## src/design/lie_defines.svh

```systemverilog
// Purpose: constants of the link exchange block
// Assumes: sys_clk at 250 MHz
// Notes: times in ns, cycle counts derived from them
`ifndef LIE_DEFINES_SVH
`define LIE_DEFINES_SVH

`define LIE_CLK_MHZ 250
`define LIE_T_RESET_NS 6400
`define LIE_T_WAIT_NS 12800
`define LIE_T_DISC_NS 850
// least times round up
`define LIE_CYC_RESET ((`LIE_T_RESET_NS * `LIE_CLK_MHZ + 999) / 1000)
`define LIE_CYC_WAIT ((`LIE_T_WAIT_NS * `LIE_CLK_MHZ + 999) / 1000)
`define LIE_CYC_DISC ((`LIE_T_DISC_NS * `LIE_CLK_MHZ + 999) / 1000)
`define LIE_TX_DIV 5'h19
`define LIE_FCT_CREDIT 6'h08
`define LIE_CREDIT_MAX 6'h38
`define LIE_NULL_PATTERN 9'h0e8

`define LIE_ADDR_CTRL 8'h00
`define LIE_ADDR_STATUS 8'h04
`define LIE_ADDR_ERRS 8'h08
`define LIE_CTRL_DIS 0
`define LIE_CTRL_START 1
`define LIE_CTRL_AUTO 2
`define LIE_CTRL_RESET 3'h0
`define LIE_ERR_DISC 0
`define LIE_ERR_PAR 1
`define LIE_ERR_ESC 2
`define LIE_ERR_CRED 3
`define LIE_ERR_SEQ 4

`define LIE_CODE_FCT 2'h0
`define LIE_CODE_EOP 2'h1
`define LIE_CODE_EEP 2'h2
`define LIE_CODE_ESC 2'h3

`endif

```

## src/design/lie_pkg.sv

```systemverilog
// Purpose: types of the link exchange block
// Assumes: nothing
// Notes: one-hot state codes
package lie_pkg;
    typedef enum logic [5:0] {
        st_err_reset = 6'h01,
        st_err_wait = 6'h02,
        st_ready = 6'h04,
        st_started = 6'h08,
        st_connecting = 6'h10,
        st_run = 6'h20
    } lie_state_t;
endpackage

```

## src/design/lie_link_exchange.sv

```systemverilog
// Purpose: exchange-level state machine of one data-strobe link end
// Assumes: APB slave at sys_clk; host room pulses are single cycles
// Notes: tx bit rate is sys_clk / 25; no time-code transmit
`include "lie_defines.svh"
module lie_link_exchange (
    input wire logic sys_clk,
    input wire logic reset,
    input wire logic psel,
    input wire logic penable,
    input wire logic pwrite,
    input wire logic [7:0] paddr,
    input wire logic [31:0] pwdata,
    output logic [31:0] prdata,
    output logic pready,
    output logic pslverr,
    input wire logic host_room,
    input wire logic tx_valid,
    input wire logic [8:0] tx_data,
    output logic tx_ack,
    output logic tx_ready,
    output logic rx_valid,
    output logic [8:0] rx_data,
    output logic link_running,
    input wire logic data_in,
    input wire logic strobe_in,
    output logic data_out,
    output logic strobe_out
);
    localparam logic [11:0] CYC_RESET = 12'(`LIE_CYC_RESET);
    localparam logic [11:0] CYC_WAIT = 12'(`LIE_CYC_WAIT);

    lie_pkg::lie_state_t state, next_state;
    logic [11:0] timer;
    logic [2:0] ctrl;
    logic [4:0] errs;
    logic got_null;
    logic rx_on, tx_on, link_enabled;
    logic bit_v, bit_d, disc_p;
    logic synced, resc, rpar, rflag, rprev, last_eop;
    logic [8:0] hunt;
    logic [3:0] rcnt;
    logic [7:0] rsh;
    logic [8:0] rchar;
    logic null_p, fct_p, nchar_p, time_p, par_p, esc_p;
    logic seq_p, cred_p, rx_err;
    logic [5:0] tx_cred, rx_cred;
    logic [2:0] owed;
    logic [4:0] div;
    logic tick;
    logic [9:0] tsh, nvec;
    logic [3:0] tlen, nlen;
    logic tprev, pend, nprev, npend, nhost, nfct;
    logic fct_sent, host_sent;
    logic apb_done;

    function automatic logic [9:0] ctl_char(input logic [1:0] code, input logic prev);
        // odd parity over previous data bits, parity and flag
        ctl_char = {6'h00, code[0], code[1], 1'b1, prev};
    endfunction

    function automatic logic is_state(input lie_pkg::lie_state_t s, input logic [5:0] m);
        is_state = |(s & m);
    endfunction

    assign rx_on = state != lie_pkg::st_err_reset;
    assign tx_on = is_state(state, 6'h38);
    assign link_enabled = ~ctrl[`LIE_CTRL_DIS]
        & (ctrl[`LIE_CTRL_START] | (ctrl[`LIE_CTRL_AUTO] & got_null));
    assign seq_p = (fct_p & is_state(state, 6'h0e))
        | ((nchar_p | time_p) & state != lie_pkg::st_run);
    assign rx_err = disc_p | par_p | esc_p | seq_p | cred_p;
    assign apb_done = psel & penable & pready;

    lie_rx_front u_front (
        .sys_clk(sys_clk),
        .reset(reset),
        .data_in(data_in),
        .strobe_in(strobe_in),
        .rx_enable(rx_on),
        .bit_valid(bit_v),
        .bit_data(bit_d),
        .disc_err(disc_p)
    );

    always_comb begin
        next_state = state;
        case (state)
            lie_pkg::st_err_reset: begin
                if (timer >= CYC_RESET - 12'h001) next_state = lie_pkg::st_err_wait;
            end
            // wait dwell, no move on NULL
            lie_pkg::st_err_wait: begin
                if (rx_err) next_state = lie_pkg::st_err_reset;
                else if (timer >= CYC_WAIT - 12'h001) next_state = lie_pkg::st_ready;
            end
            lie_pkg::st_ready: begin
                if (rx_err) next_state = lie_pkg::st_err_reset;
                else if (link_enabled) next_state = lie_pkg::st_started;
            end
            lie_pkg::st_started: begin
                if (rx_err || timer >= CYC_WAIT - 12'h001) next_state = lie_pkg::st_err_reset;
                else if (got_null) next_state = lie_pkg::st_connecting;
            end
            lie_pkg::st_connecting: begin
                if (rx_err || timer >= CYC_WAIT - 12'h001) next_state = lie_pkg::st_err_reset;
                else if (fct_p) next_state = lie_pkg::st_run;
            end
            // leave run on disable or error
            lie_pkg::st_run: begin
                if (rx_err || ctrl[`LIE_CTRL_DIS]) next_state = lie_pkg::st_err_reset;
            end
            default: next_state = lie_pkg::st_err_reset;
        endcase
    end

    // reset and error recovery enter ErrorReset
    always_ff @(posedge sys_clk) begin
        if (reset) state <= lie_pkg::st_err_reset;
        else state <= next_state;
    end

    always_ff @(posedge sys_clk) begin
        if (reset || next_state != state) timer <= 12'h000;
        else if (timer != 12'hfff) timer <= timer + 12'h001;
    end

    // got-NULL latched, cleared only in ErrorReset
    always_ff @(posedge sys_clk) begin
        if (reset || !rx_on) got_null <= 1'b0;
        else if (null_p) got_null <= 1'b1;
    end

    always_ff @(posedge sys_clk) begin
        if (reset || !rx_on) begin
            synced <= 1'b0;
            hunt <= 9'h000;
            rcnt <= 4'h0;
            resc <= 1'b0;
            rpar <= 1'b0;
            rflag <= 1'b0;
            rprev <= 1'b0;
            rsh <= 8'h00;
            rchar <= 9'h000;
            {null_p, fct_p, nchar_p, time_p, par_p, esc_p} <= 6'h00;
        end else begin
            {null_p, fct_p, nchar_p, time_p, par_p, esc_p} <= 6'h00;
            if (bit_v && !synced) begin
                hunt <= {hunt[7:0], bit_d};
                if ({hunt[7:0], bit_d} == `LIE_NULL_PATTERN) begin
                    // last bit of the pattern is the next parity bit
                    synced <= 1'b1;
                    null_p <= 1'b1;
                    rcnt <= 4'h1;
                    rpar <= bit_d;
                    rprev <= 1'b0;
                end
            end else if (bit_v) begin
                if (rcnt == 4'h0) begin
                    rpar <= bit_d;
                    rcnt <= 4'h1;
                end else if (rcnt == 4'h1) begin
                    rflag <= bit_d;
                    rcnt <= 4'h2;
                    if (!(rprev ^ rpar ^ bit_d)) par_p <= 1'b1;
                end else if (rflag && rcnt == 4'h3) begin
                    rcnt <= 4'h0;
                    rprev <= rsh[7] ^ bit_d;
                    if (resc) begin
                        resc <= 1'b0;
                        if ({rsh[7], bit_d} == `LIE_CODE_FCT) null_p <= 1'b1;
                        else esc_p <= 1'b1;
                    end else if ({rsh[7], bit_d} == `LIE_CODE_FCT) begin
                        fct_p <= 1'b1;
                    end else if ({rsh[7], bit_d} == `LIE_CODE_ESC) begin
                        resc <= 1'b1;
                    end else begin
                        nchar_p <= 1'b1;
                        rchar <= {8'h80, bit_d == 1'b0};
                    end
                end else if (!rflag && rcnt == 4'h9) begin
                    rcnt <= 4'h0;
                    rprev <= ^{bit_d, rsh[7:1]};
                    resc <= 1'b0;
                    if (resc) time_p <= 1'b1;
                    else nchar_p <= 1'b1;
                    rchar <= {1'b0, bit_d, rsh[7:1]};
                end else begin
                    rsh <= {bit_d, rsh[7:1]};
                    rcnt <= rcnt + 4'h1;
                end
            end
        end
    end

    // transmit credit, overflow is a credit error
    always_ff @(posedge sys_clk) begin
        if (reset || !tx_on) tx_cred <= 6'h00;
        else if (fct_p && is_state(state, 6'h30) && tx_cred <= `LIE_CREDIT_MAX - `LIE_FCT_CREDIT)
            tx_cred <= tx_cred + `LIE_FCT_CREDIT - {5'h00, host_sent};
        else if (host_sent) tx_cred <= tx_cred - 6'h01;
    end

    // receive credit granted by our FCTs
    always_ff @(posedge sys_clk) begin
        if (reset || !tx_on) rx_cred <= 6'h00;
        else if (fct_sent) rx_cred <= rx_cred + `LIE_FCT_CREDIT - {5'h00, nchar_p && rx_cred != 0};
        else if (nchar_p && rx_cred != 6'h00) rx_cred <= rx_cred - 6'h01;
    end

    assign cred_p = state == lie_pkg::st_run && ((nchar_p && rx_cred == 6'h00)
        || (fct_p && tx_cred > `LIE_CREDIT_MAX - `LIE_FCT_CREDIT));

    // room pulses owed as FCTs; capped at 7 owed, rx_cred itself not checked against max
    always_ff @(posedge sys_clk) begin
        if (reset || !rx_on) owed <= 3'h0;
        else if (host_room && owed != 3'h7 && !fct_sent) owed <= owed + 3'h1;
        else if (fct_sent && !(host_room && owed != 3'h7)) owed <= owed - 3'h1;
    end

    always_ff @(posedge sys_clk) begin
        if (reset || state != lie_pkg::st_run) begin
            rx_valid <= 1'b0;
            rx_data <= 9'h000;
            last_eop <= 1'b0;
        end else begin
            rx_valid <= nchar_p && !(rchar[8] && last_eop) && rx_cred != 6'h00;
            rx_data <= rchar;
            if (nchar_p) last_eop <= rchar[8];
        end
    end

    // bit-rate enable
    always_ff @(posedge sys_clk) begin
        if (reset || div == `LIE_TX_DIV - 5'h01) div <= 5'h00;
        else div <= div + 5'h01;
    end
    assign tick = div == `LIE_TX_DIV - 5'h01;

    // NULL by default, FCT only from Connecting on
    always_comb begin
        nvec = ctl_char(`LIE_CODE_ESC, tprev);
        nprev = 1'b0;
        npend = 1'b1;
        nhost = 1'b0;
        nfct = 1'b0;
        if (pend) begin
            nvec = ctl_char(`LIE_CODE_FCT, tprev);
            npend = 1'b0;
        end else if (owed != 3'h0 && is_state(state, 6'h30)) begin
            nvec = ctl_char(`LIE_CODE_FCT, tprev);
            npend = 1'b0;
            nfct = 1'b1;
        end else if (state == lie_pkg::st_run && tx_valid && tx_cred != 6'h00 && !tx_ack) begin
            npend = 1'b0;
            nhost = 1'b1;
            if (tx_data[8]) begin
                nvec = ctl_char(tx_data[0] ? `LIE_CODE_EEP : `LIE_CODE_EOP, tprev);
                nprev = 1'b1;
            end else begin
                nvec = {tx_data[7:0], 1'b0, ~tprev};
                nprev = ^tx_data[7:0];
            end
        end
        nlen = nvec[1] ? 4'h4 : 4'ha;
    end

    assign fct_sent = tick && tx_on && tlen == 4'h0 && nfct;
    assign host_sent = tick && tx_on && tlen == 4'h0 && nhost;

    // data-strobe encoder; ordered stop: shifter, strobe, data
    always_ff @(posedge sys_clk) begin
        if (reset) begin
            tsh <= 10'h000;
            tlen <= 4'h0;
            tprev <= 1'b0;
            pend <= 1'b0;
            data_out <= 1'b0;
            strobe_out <= 1'b0;
            tx_ack <= 1'b0;
        end else if (!tx_on) begin
            tlen <= 4'h0;
            pend <= 1'b0;
            tprev <= 1'b0;
            tx_ack <= 1'b0;
            if (tick && strobe_out) strobe_out <= 1'b0;
            else if (tick) data_out <= 1'b0;
        end else begin
            tx_ack <= host_sent;
            if (tick) begin
                data_out <= tlen != 4'h0 ? tsh[0] : nvec[0];
                if ((tlen != 4'h0 ? tsh[0] : nvec[0]) == data_out) strobe_out <= ~strobe_out;
                if (tlen != 4'h0) begin
                    tsh <= {1'b0, tsh[9:1]};
                    tlen <= tlen - 4'h1;
                end else begin
                    tsh <= {1'b0, nvec[9:1]};
                    tlen <= nlen - 4'h1;
                    tprev <= nprev;
                    pend <= npend;
                end
            end
        end
    end

    always_ff @(posedge sys_clk) begin
        if (reset) begin
            tx_ready <= 1'b0;
            link_running <= 1'b0;
        end else begin
            tx_ready <= state == lie_pkg::st_run && tx_cred != 6'h00;
            link_running <= state == lie_pkg::st_run;
        end
    end

    // apb: one wait state, read data registered with pready
    always_ff @(posedge sys_clk) begin
        if (reset) begin
            pready <= 1'b0;
            pslverr <= 1'b0;
            prdata <= 32'h0000_0000;
        end else begin
            pready <= psel & penable & ~pready;
            pslverr <= 1'b0;
            if (psel && penable && !pready) begin
                prdata <= 32'h0000_0000;
                case (paddr)
                    `LIE_ADDR_CTRL: if (!pwrite) prdata <= {29'h0, ctrl};
                    `LIE_ADDR_STATUS: begin
                        if (!pwrite) prdata <= {2'h0, rx_cred, 2'h0, tx_cred, 7'h00,
                            got_null, 2'h0, state};
                        else pslverr <= 1'b1;
                    end
                    `LIE_ADDR_ERRS: if (!pwrite) prdata <= {27'h0, errs};
                    default: pslverr <= 1'b1;
                endcase
            end
        end
    end

    always_ff @(posedge sys_clk) begin
        if (reset) ctrl <= `LIE_CTRL_RESET;
        else if (apb_done && pwrite && paddr == `LIE_ADDR_CTRL) ctrl <= pwdata[2:0];
    end

    // sticky error bits, write one to clear; a new event beats the clear
    always_ff @(posedge sys_clk) begin
        if (reset) errs <= 5'h00;
        else errs <= (errs & ~((apb_done && pwrite && paddr == `LIE_ADDR_ERRS) ? pwdata[4:0]
            : 5'h00)) | {seq_p, cred_p, esc_p, par_p, disc_p};
    end
endmodule

```

## src/design/lie_rx_front.sv

```systemverilog
// Purpose: sample data/strobe pins, recover bits, detect silence
// Assumes: pin edges at least two sys_clk cycles apart
// Notes: both pins changing in one sample is not resolved
`include "lie_defines.svh"
module lie_rx_front (
    input wire logic sys_clk,
    input wire logic reset,
    input wire logic data_in,
    input wire logic strobe_in,
    input wire logic rx_enable,
    output logic bit_valid,
    output logic bit_data,
    output logic disc_err
);
    localparam logic [7:0] DISC_CYC = 8'(`LIE_CYC_DISC);
    logic d1, d2, d3, s1, s2, s3;
    logic armed;
    logic [7:0] idle_cnt;
    logic edge_seen;

    assign edge_seen = (d2 ^ d3) | (s2 ^ s3);

    always_ff @(posedge sys_clk) begin
        if (reset) begin
            d1 <= 1'b0;
            d2 <= 1'b0;
            d3 <= 1'b0;
            s1 <= 1'b0;
            s2 <= 1'b0;
            s3 <= 1'b0;
        end else begin
            d1 <= data_in;
            d2 <= d1;
            d3 <= d2;
            s1 <= strobe_in;
            s2 <= s1;
            s3 <= s2;
        end
    end

    always_ff @(posedge sys_clk) begin
        if (reset) begin
            bit_valid <= 1'b0;
            bit_data <= 1'b0;
        end else begin
            bit_valid <= rx_enable & edge_seen;
            bit_data <= d2;
        end
    end

    always_ff @(posedge sys_clk) begin
        if (reset || !rx_enable) begin
            armed <= 1'b0;
            idle_cnt <= 8'h00;
            disc_err <= 1'b0;
        end else begin
            disc_err <= 1'b0;
            if (edge_seen) begin
                armed <= 1'b1;
                idle_cnt <= 8'h00;
            end else if (armed) begin
                if (idle_cnt == DISC_CYC - 8'h01) begin
                    disc_err <= 1'b1;
                    armed <= 1'b0;
                end
                idle_cnt <= idle_cnt + 8'h01;
            end
        end
    end
endmodule

```

## config.mk

```make
export PLATFORM = sky130hd
export DESIGN_NAME = lie_link_exchange
export DESIGN_NICKNAME = d
export VERILOG_FILES = /design/src/design/lie_pkg.sv /design/src/design/lie_link_exchange.sv /design/src/design/lie_rx_front.sv
export VERILOG_INCLUDE_DIRS = /design/src /design/src/design
export SDC_FILE = /design/constraint.sdc
export NUM_CORES = 1
export LEC_CHECK = 0
export ABC_AREA = 0
export ABC_CLOCK_PERIOD_IN_PS = 4300
export BUFFER_PORTS_ARGS = -buffer_cell sky130_fd_sc_hd__buf_2
export CORE_MARGIN = 3
export CORE_UTILIZATION = 45
export CTS_CLUSTER_DIAMETER = 200
export CTS_CLUSTER_SIZE = 12
export DETAILED_ROUTE_END_ITERATION = 10
export GPL_TIMING_DRIVEN = 0
export MAX_ROUTING_LAYER = met4
export PLACE_DENSITY = 0.65
export SYNTH_ARGS = -nofsm -noshare
export SYNTH_HDL_FRONTEND = slang
export SYNTH_SLANG_ARGS = --single-unit
```

## constraint.sdc

```tcl
create_clock -name sys_clk -period 4.3 [get_ports sys_clk]
set_clock_uncertainty 0.15 [all_clocks]
set_input_delay 0.43 -clock sys_clk [delete_from_list [all_inputs] [get_ports sys_clk]]
set_output_delay 0.43 -clock sys_clk [all_outputs]
set_load 0.05 [all_outputs]
```

==> results by group, run 1 <==
Flow run
  – Max Cap Violations: 0

Floorplan
  – Ports: between 100 and 150
  – Core Rows: 46
  – Core box area: about 16000 µm²
  – Die Area: 18500 µm²
  – Initial Util: 0.469
  – Die Width: around 140 µm
  – Die height: 136 µm

Timing
  – Minimum clock period: between 3 and 4 ns
  – Slew at the pin with the worst max-slew slack: around 1.2 ns
  – Slew headroom: 0.162
  – RSZ-0062 raised after global routing: false
  – Setup Viol. Count Final: 0
  – Achievable frequency: around 260 MHz
  – Sum Neg Setup Slack: 0 ns
  – Period utilization: 0.885
  – Hold Fails Final Rpt: 0
  – Max Transition Viols Final: 0

Logic synthesis
  – Sequential-to-total area share from yosys stat: 0.409
  – Post-synth ARST share: 0
  – Yosys warns: 0
  – Main synth FF type: dfxtp_1
  – Post-synth EDFFs: 0
  – Mean Syn Cell Area: 8.55 µm²
  – Synth top area cells: dfxtp_1 41%, nor2_1 6.3%, ha_1 5.8%, xnor2_1 3.8%, nand2_1 3.5%
  – FF+latch count, synth: between 150 and 200
  – Post-Syn Area: 7590 µm²
  – Leading area contributor after synthesis: dfxtp_1
  – Post-synthesis cell type count: 65
  – Post-Syn Instances: slightly below 900
  – Area share of the largest cell type after synthesis: 0.409

Routing
  – Routed WL: 17700 µm
  – DRC: 0
  – Vias: roughly 6400
  – First DRT Iteration DRCs: 460
  – DRT Pass-1 Iters: 6
  – Wire length per cell: around 15 µm
  – Detail Route Antenna Nets: 0
  – Vias per cell: between 5 and 6

Cells and area
  – Final Cell Area: 8790 µm²
  – Final net count: between 1000 and 1500
  – Most common cell after layout, fill and taps aside: dfxtp_1
  – Sequential standard cell area: 3100 µm²
  – P&R area growth vs syn: 15.9%
  – Area of the multi-input gates: roughly 4100 µm²
  – Layout cell share with drive strength beyond 1: 0.132
  – Fillers: around 1600
  – Antenna cells: 0
  – Commonest cells after routing, fill and taps aside: 155 x dfxtp_1, 127 x nor2_1, 73 x buf_2, 71 x nand2_1, 46 x a21oi_1

Hold path
  – Hold crit path type: in2reg

Place
  – RePlAce Congestion: ~0.9
  – Hpwl dp: around 13000 µm
  – Placed Area: a little over 8000 µm²
  – Port Buffers: 65

GRT
  – GRT overflow: 0
  – First-pass GRT wire length: about 29000 µm
  – Initial antenna violation count: 0
  – Pin count of the biggest net entering global routing: 17
  – Total global-route track usage: 0.201
  – Vias in the first global route: just under 6000

Setup path
  – Crit-path max FO: 10
  – CP Capture Type: flop
  – CP arrival: 3.99 ns
  – Worst setup SP type: flop
  – Crit Path Class: reg2reg
  – CP required: around 4.5 ns

Pwr
  – Static Leakage: 3.36 nW
  – P per Cell Area: 344 nW/µm²
  – Peak supply drop: 0.000261 V

Clocking
  – Resized Gates After CTS: 0
  – Clk sinks: 155
  – Post-CTS Hold Fix Bufs: 0
  – Worst skew pair latency: approximately 0.42 ns
  – Setup bufs post-CTS: 0
  – Clock Tree Buf Depth: 2
  – Clock slew at reported path FFs: approximately 0.060 ns
  – Root Driver: clkbuf_16
  – CTS H-tree lvls: 4
  – TritonCTS clock tree: done
  – TritonCTS Buffers: 17

Outcome
  – Status: finished clean
-- Yosys cell counts, types with 13 or more instances --
library cell	count
nor2_1	127
mux2i_1	20
buf_4	13
nor3_1	30
inv_1	41
a211oi_1	16
and2_1	13
o21ai_0	29
xnor2_1	33
a21oi_1	46
xor2_1	19
nand3_1	14
nor2b_1	15
nand2_1	71
clkbuf_1	37
dfxtp_1	155
a22oi_1	31
ha_1	35
-- worst max-delay path, stage by stage, from the launching register on --
cell	delay, ns
dfxtp_1	0.33
inv_1	0.06
ha_1	0.18
and4b_1	0.19
clkbuf_1	0.27
o21ai_1	0.39
nor4_4	0.54
ha_1	0.24
inv_1	0.05
ha_1	0.20
fa_1	0.40
a211oi_1	0.28
xnor2_1	0.09
nor2b_1	0.13
a211oi_1	0.21
-- power breakdown --
part           internal [W]  leakage [nW]  switching (W)
registers           0.00144          1.25     0.00000703
logic             0.0000428          1.83      0.0000781
clock network      0.000886         0.276       0.000568
-- state kept, by name (all words and copies together), names as in the netlist, 7 cells and up --
| name | cells |
|---|---|
| rx_data | 9 |
| prdata | 19 |
| tsh | 9 |
| u_front.idle_cnt | 8 |
| rchar | 9 |
| timer | 12 |
| hunt | 8 |
| rsh | 7 |
-- area by class of cell --
type | instances | area share
inverter | 41 | 0.0175
clock buffer | 21 | 0.0535
multi-input combinational | 644 | 0.465
clock inverter | 8 | 0.0108
timing repair buffer | 65 | 0.0370
tap | 216 | 0.0307
buffer | 59 | 0.0327
sequential | 155 | 0.353
-- metrics by stage --
| step | setup WS (ns) | util | total power (W) | hold slack, ns | cells |
|---|---|---|---|---|---|
| finish | 0.496 | 0.544 | 0.00303 | 0.0972 | 1209 |
| global route | 0.168 | 0.544 | 0.00313 | 0.0907 | 1209 |
| CTS | 0.486 | 0.544 | 0.00306 | 0.0891 | 1209 |
| detailed placement | 0.533 | 0.509 | 0.00160 | 0.279 | 1180 |
| global placement | 0.499 | 0.509 | 0.00160 | 0.265 | 1180 |
| floorplan | 1.08 | - | 0.00157 | 0.261 | 899 |
-- per-layer routing --
metal / up-vias / part of all wire / track usage
met5: - / 0 / -
met1: 2956 / 0.50 / 0.284
li1: 3255 / - / -
met2: 167 / 0.43 / 0.291
met3: 19 / 0.053 / 0.0466
met4: 0 / 0.011 / 0.0487
-- cell families after synthesis --
kind of cell / count (synthesis) / share of synthesized area
compound gates: 172 / 0.150
buf+inv: 100 / 0.0582
flops: 155 / 0.409
mux: 20 / 0.0264
fa+ha+maj: 38 / 0.0656
xor+xnor: 52 / 0.0600
simple gates: 349 / 0.230
other cells: 1 / 0.000494
-- worst paths after layout --
kind              startpoint    endpoint  slack, ns  cells past startpoint
setup / recovery      div[0]  tx_cred[5]       0.50                     14
hold / removal     strobe_in  u_front.s1        0.1                      2
setup reg to reg      div[0]  tx_cred[5]       0.50                     14
hold reg to reg   u_front.s1  u_front.s2       0.29                      1
Note: power is estimated with default switching activity, not from simulation.
==> inputs of run 2 (changes only) <==
Settings changed: REMOVE_ABC_BUFFERS set to 1.
==> run 2 against run 1 <==
Sequential share of layout area increased by 0.95 points. Non-clock buffer count decreased by 57. Sequential power about the same. Clock power increased by 5%. Flip-flop and latch count unchanged. Total power increased by 1.5%. Register-to-register slack improved by 0.06 ns. Design area decreased by 2.6%. Maximum frequency increased by 1.7%. First-iteration DRC count decreased by 8.0%.
==> results by group, run 2 (synthesis gave the netlist of run 1 again) <==
Outcome
  – Status: finished clean

Place
  – Port Buffers: 66
  – Hpwl dp: about 12000 µm
  – RePlAce Congestion: 0.835

Timing
  – Sum Neg Setup Slack: 0 ns
  – Slew at the pin with the worst max-slew slack: between 1 and 1.5 ns
  – Slew headroom: 0.196
  – Period utilization: 0.870
  – Achievable frequency: about 270 MHz
  – Minimum clock period: ~3.7 ns
  – Setup Viol. Count Final: 0
  – Hold Fails Final Rpt: 0
  – Min Hold Slack: approximately 0.067 ns
  – RSZ-0062 raised after global routing: false
  – Max Transition Viols Final: 0

GRT
  – Pin count of the biggest net entering global routing: just over 60
  – GRT overflow: 0
  – Total global-route track usage: 0.184
  – First-pass GRT wire length: between 20000 and 30000 µm
  – Initial antenna violation count: 0
  – Vias in the first global route: ~5600

Clocking
  – Worst skew pair latency: 0.42 ns
  – TritonCTS Buffers: 17
  – Clk sinks: between 150 and 200
  – Root Driver: clkbuf_16
  – Post-CTS Hold Fix Bufs: 0
  – TritonCTS clock tree: done
  – Clock slew at reported path FFs: around 0.060 ns
  – Setup bufs post-CTS: 0
  – Resized Gates After CTS: 0
  – Clock Tree Buf Depth: 2
  – CTS H-tree lvls: 4

Pwr
  – Static Leakage: 3.21 nW
  – Part of the power in combinational logic: 0.035
  – Sequential power share: 0.472
  – P per Cell Area: between 300 and 400 nW/µm²
  – Sw Ratio: 0.221
  – Internal: 0.00239 W
  – Net switching power: 0.000680 W
  – Peak supply drop: about 0.00027 V
  – Clock power frac: 0.493

Setup path
  – CP arrival: slightly below 4 ns
  – CP max stage delay: just under 0.7 ns
  – CP Capture Type: flop
  – Cells along the critical path: or3_4 > or2_0 > nor4_4 > ha_1 > inv_1 > ha_1 > fa_1 > a211oi_1 > xnor2_1 > nor2b_1 > a211oi_1
  – Slowest stage cell, crit path: nor4_4
  – Worst setup SP type: flop
  – Crit-path max FO: 14
  – CP required: between 4 and 5 ns
  – Crit Path Class: reg2reg

Cells and area
  – Fillers: 1515
  – Final Core Density: 0.529
  – Commonest cells after routing, fill and taps aside: 155 x dfxtp_1, 127 x nor2_1, 71 x nand2_1, 66 x buf_2, 46 x a21oi_1
  – Final net count: roughly 1000
  – Most flop-heavy register: prdata
  – Max reg flops: 19
  – Biggest registers after layout: prdata: 19 flops, timer: 12 flops
  – Antenna cells: 0
  – Layout cell share with drive strength beyond 1: 0.122
  – Most common cell after layout, fill and taps aside: dfxtp_1
  – P&R area growth vs syn: 12.8%

Routing
  – Detail Route Antenna Nets: 0
  – DRC: 0
  – DRT Pass-1 Iters: 4
  – First DRT Iteration DRCs: roughly 420
  – Routed WL: around 16000 µm
  – Vias: roughly 6200
  – Vias per cell: approximately 5.4
  – Wire length per cell: 14.2 µm

Floorplan
  – Die height: 136 µm
  – Die Area: roughly 18000 µm²
  – Ports: between 100 and 150
  – Core Rows: between 40 and 50
  – Die Width: between 100 and 150 µm
  – Initial Util: 0.469
  – Core box area: around 16000 µm²

Hold path
  – Hold crit path type: in2reg

Flow run
  – Max Cap Violations: 0
run 2: cell types whose count changed in the layout (fill, tap and decap cells not counted), moves of 3 or more:
cell	before	now
clkbuf_1	38	2
clkbuf_8	3	0
buf_2	73	66
clkinv_2	4	1
buf_4	13	1
clkinvlp_4	2	5
run 2: path summary, 6_finish.rpt:
check | startpoint | end | slack (ns) | cells past startpoint
max | tlen[0] | tx_cred[5] | 0.56 | 11
min | data_in | u_front.d1 | 0.07 | 2
max reg2reg | tlen[0] | tx_cred[5] | 0.56 | 11
min reg2reg | u_front.d1 | u_front.d2 | 0.28 | 1
run 2: per-layer routing:
layer	vias to the layer above	track usage	wire length (µm)
met5	-	-	0
met4	0	0.0622	253
met3	20	0.0363	684
met2	120	0.266	7150
met1	2888	0.259	8330
li1	3160	-	-
run 2: power groups by stage:
stage | clock network (W) | logic (W) | registers (W)
final | 0.00152 | 0.000106 | 0.00145
after global routing | 0.00161 | 0.000116 | 0.00145
after CTS | 0.00155 | 0.000106 | 0.00145
after detailed placement | 0 | 0.000106 | 0.00148
after global placement | 0 | 0.000105 | 0.00148
after floorplan | 0 | 0.0000654 | 0.00148
run 2: final cells by class:
cell class | count | area [µm²] | area share
clock buffer | 19 | 433 | 0.0506
clock inverter | 13 | 168 | 0.0196
inverter | 41 | 154 | 0.0180
multi-input combinational | 644 | 4100 | 0.478
sequential | 155 | 3100 | 0.362
tap | 216 | 270 | 0.0316
timing repair buffer | 67 | 338 | 0.0395
run 2: critical path, delay by kind of cell, from the launching register on:
family,cells,cell delay [ns]
buf+inv,1,0.04
xor+xnor,1,0.09
compound gates,2,0.46
flops,1,0.32
fa+ha+maj,3,0.86
simple gates,4,1.73
run 2: per-stage QoR:
| stage | total power, W | worst slack (ns) | cell area (µm²) | cells |
|---|---|---|---|---|
| 4_1_cts | 0.00310 | 0.515 | 8560 | 1155 |
| 2_1_floorplan | 0.00155 | 0.931 | 7340 | 840 |
| 3_5_place_dp | 0.00159 | 0.524 | 7960 | 1123 |
| 5_1_grt | 0.00318 | 0.267 | 8560 | 1155 |
| 6_report | 0.00307 | 0.558 | 8560 | 1155 |
| 3_3_place_gp | 0.00159 | -0.120 | 7940 | 1122 |
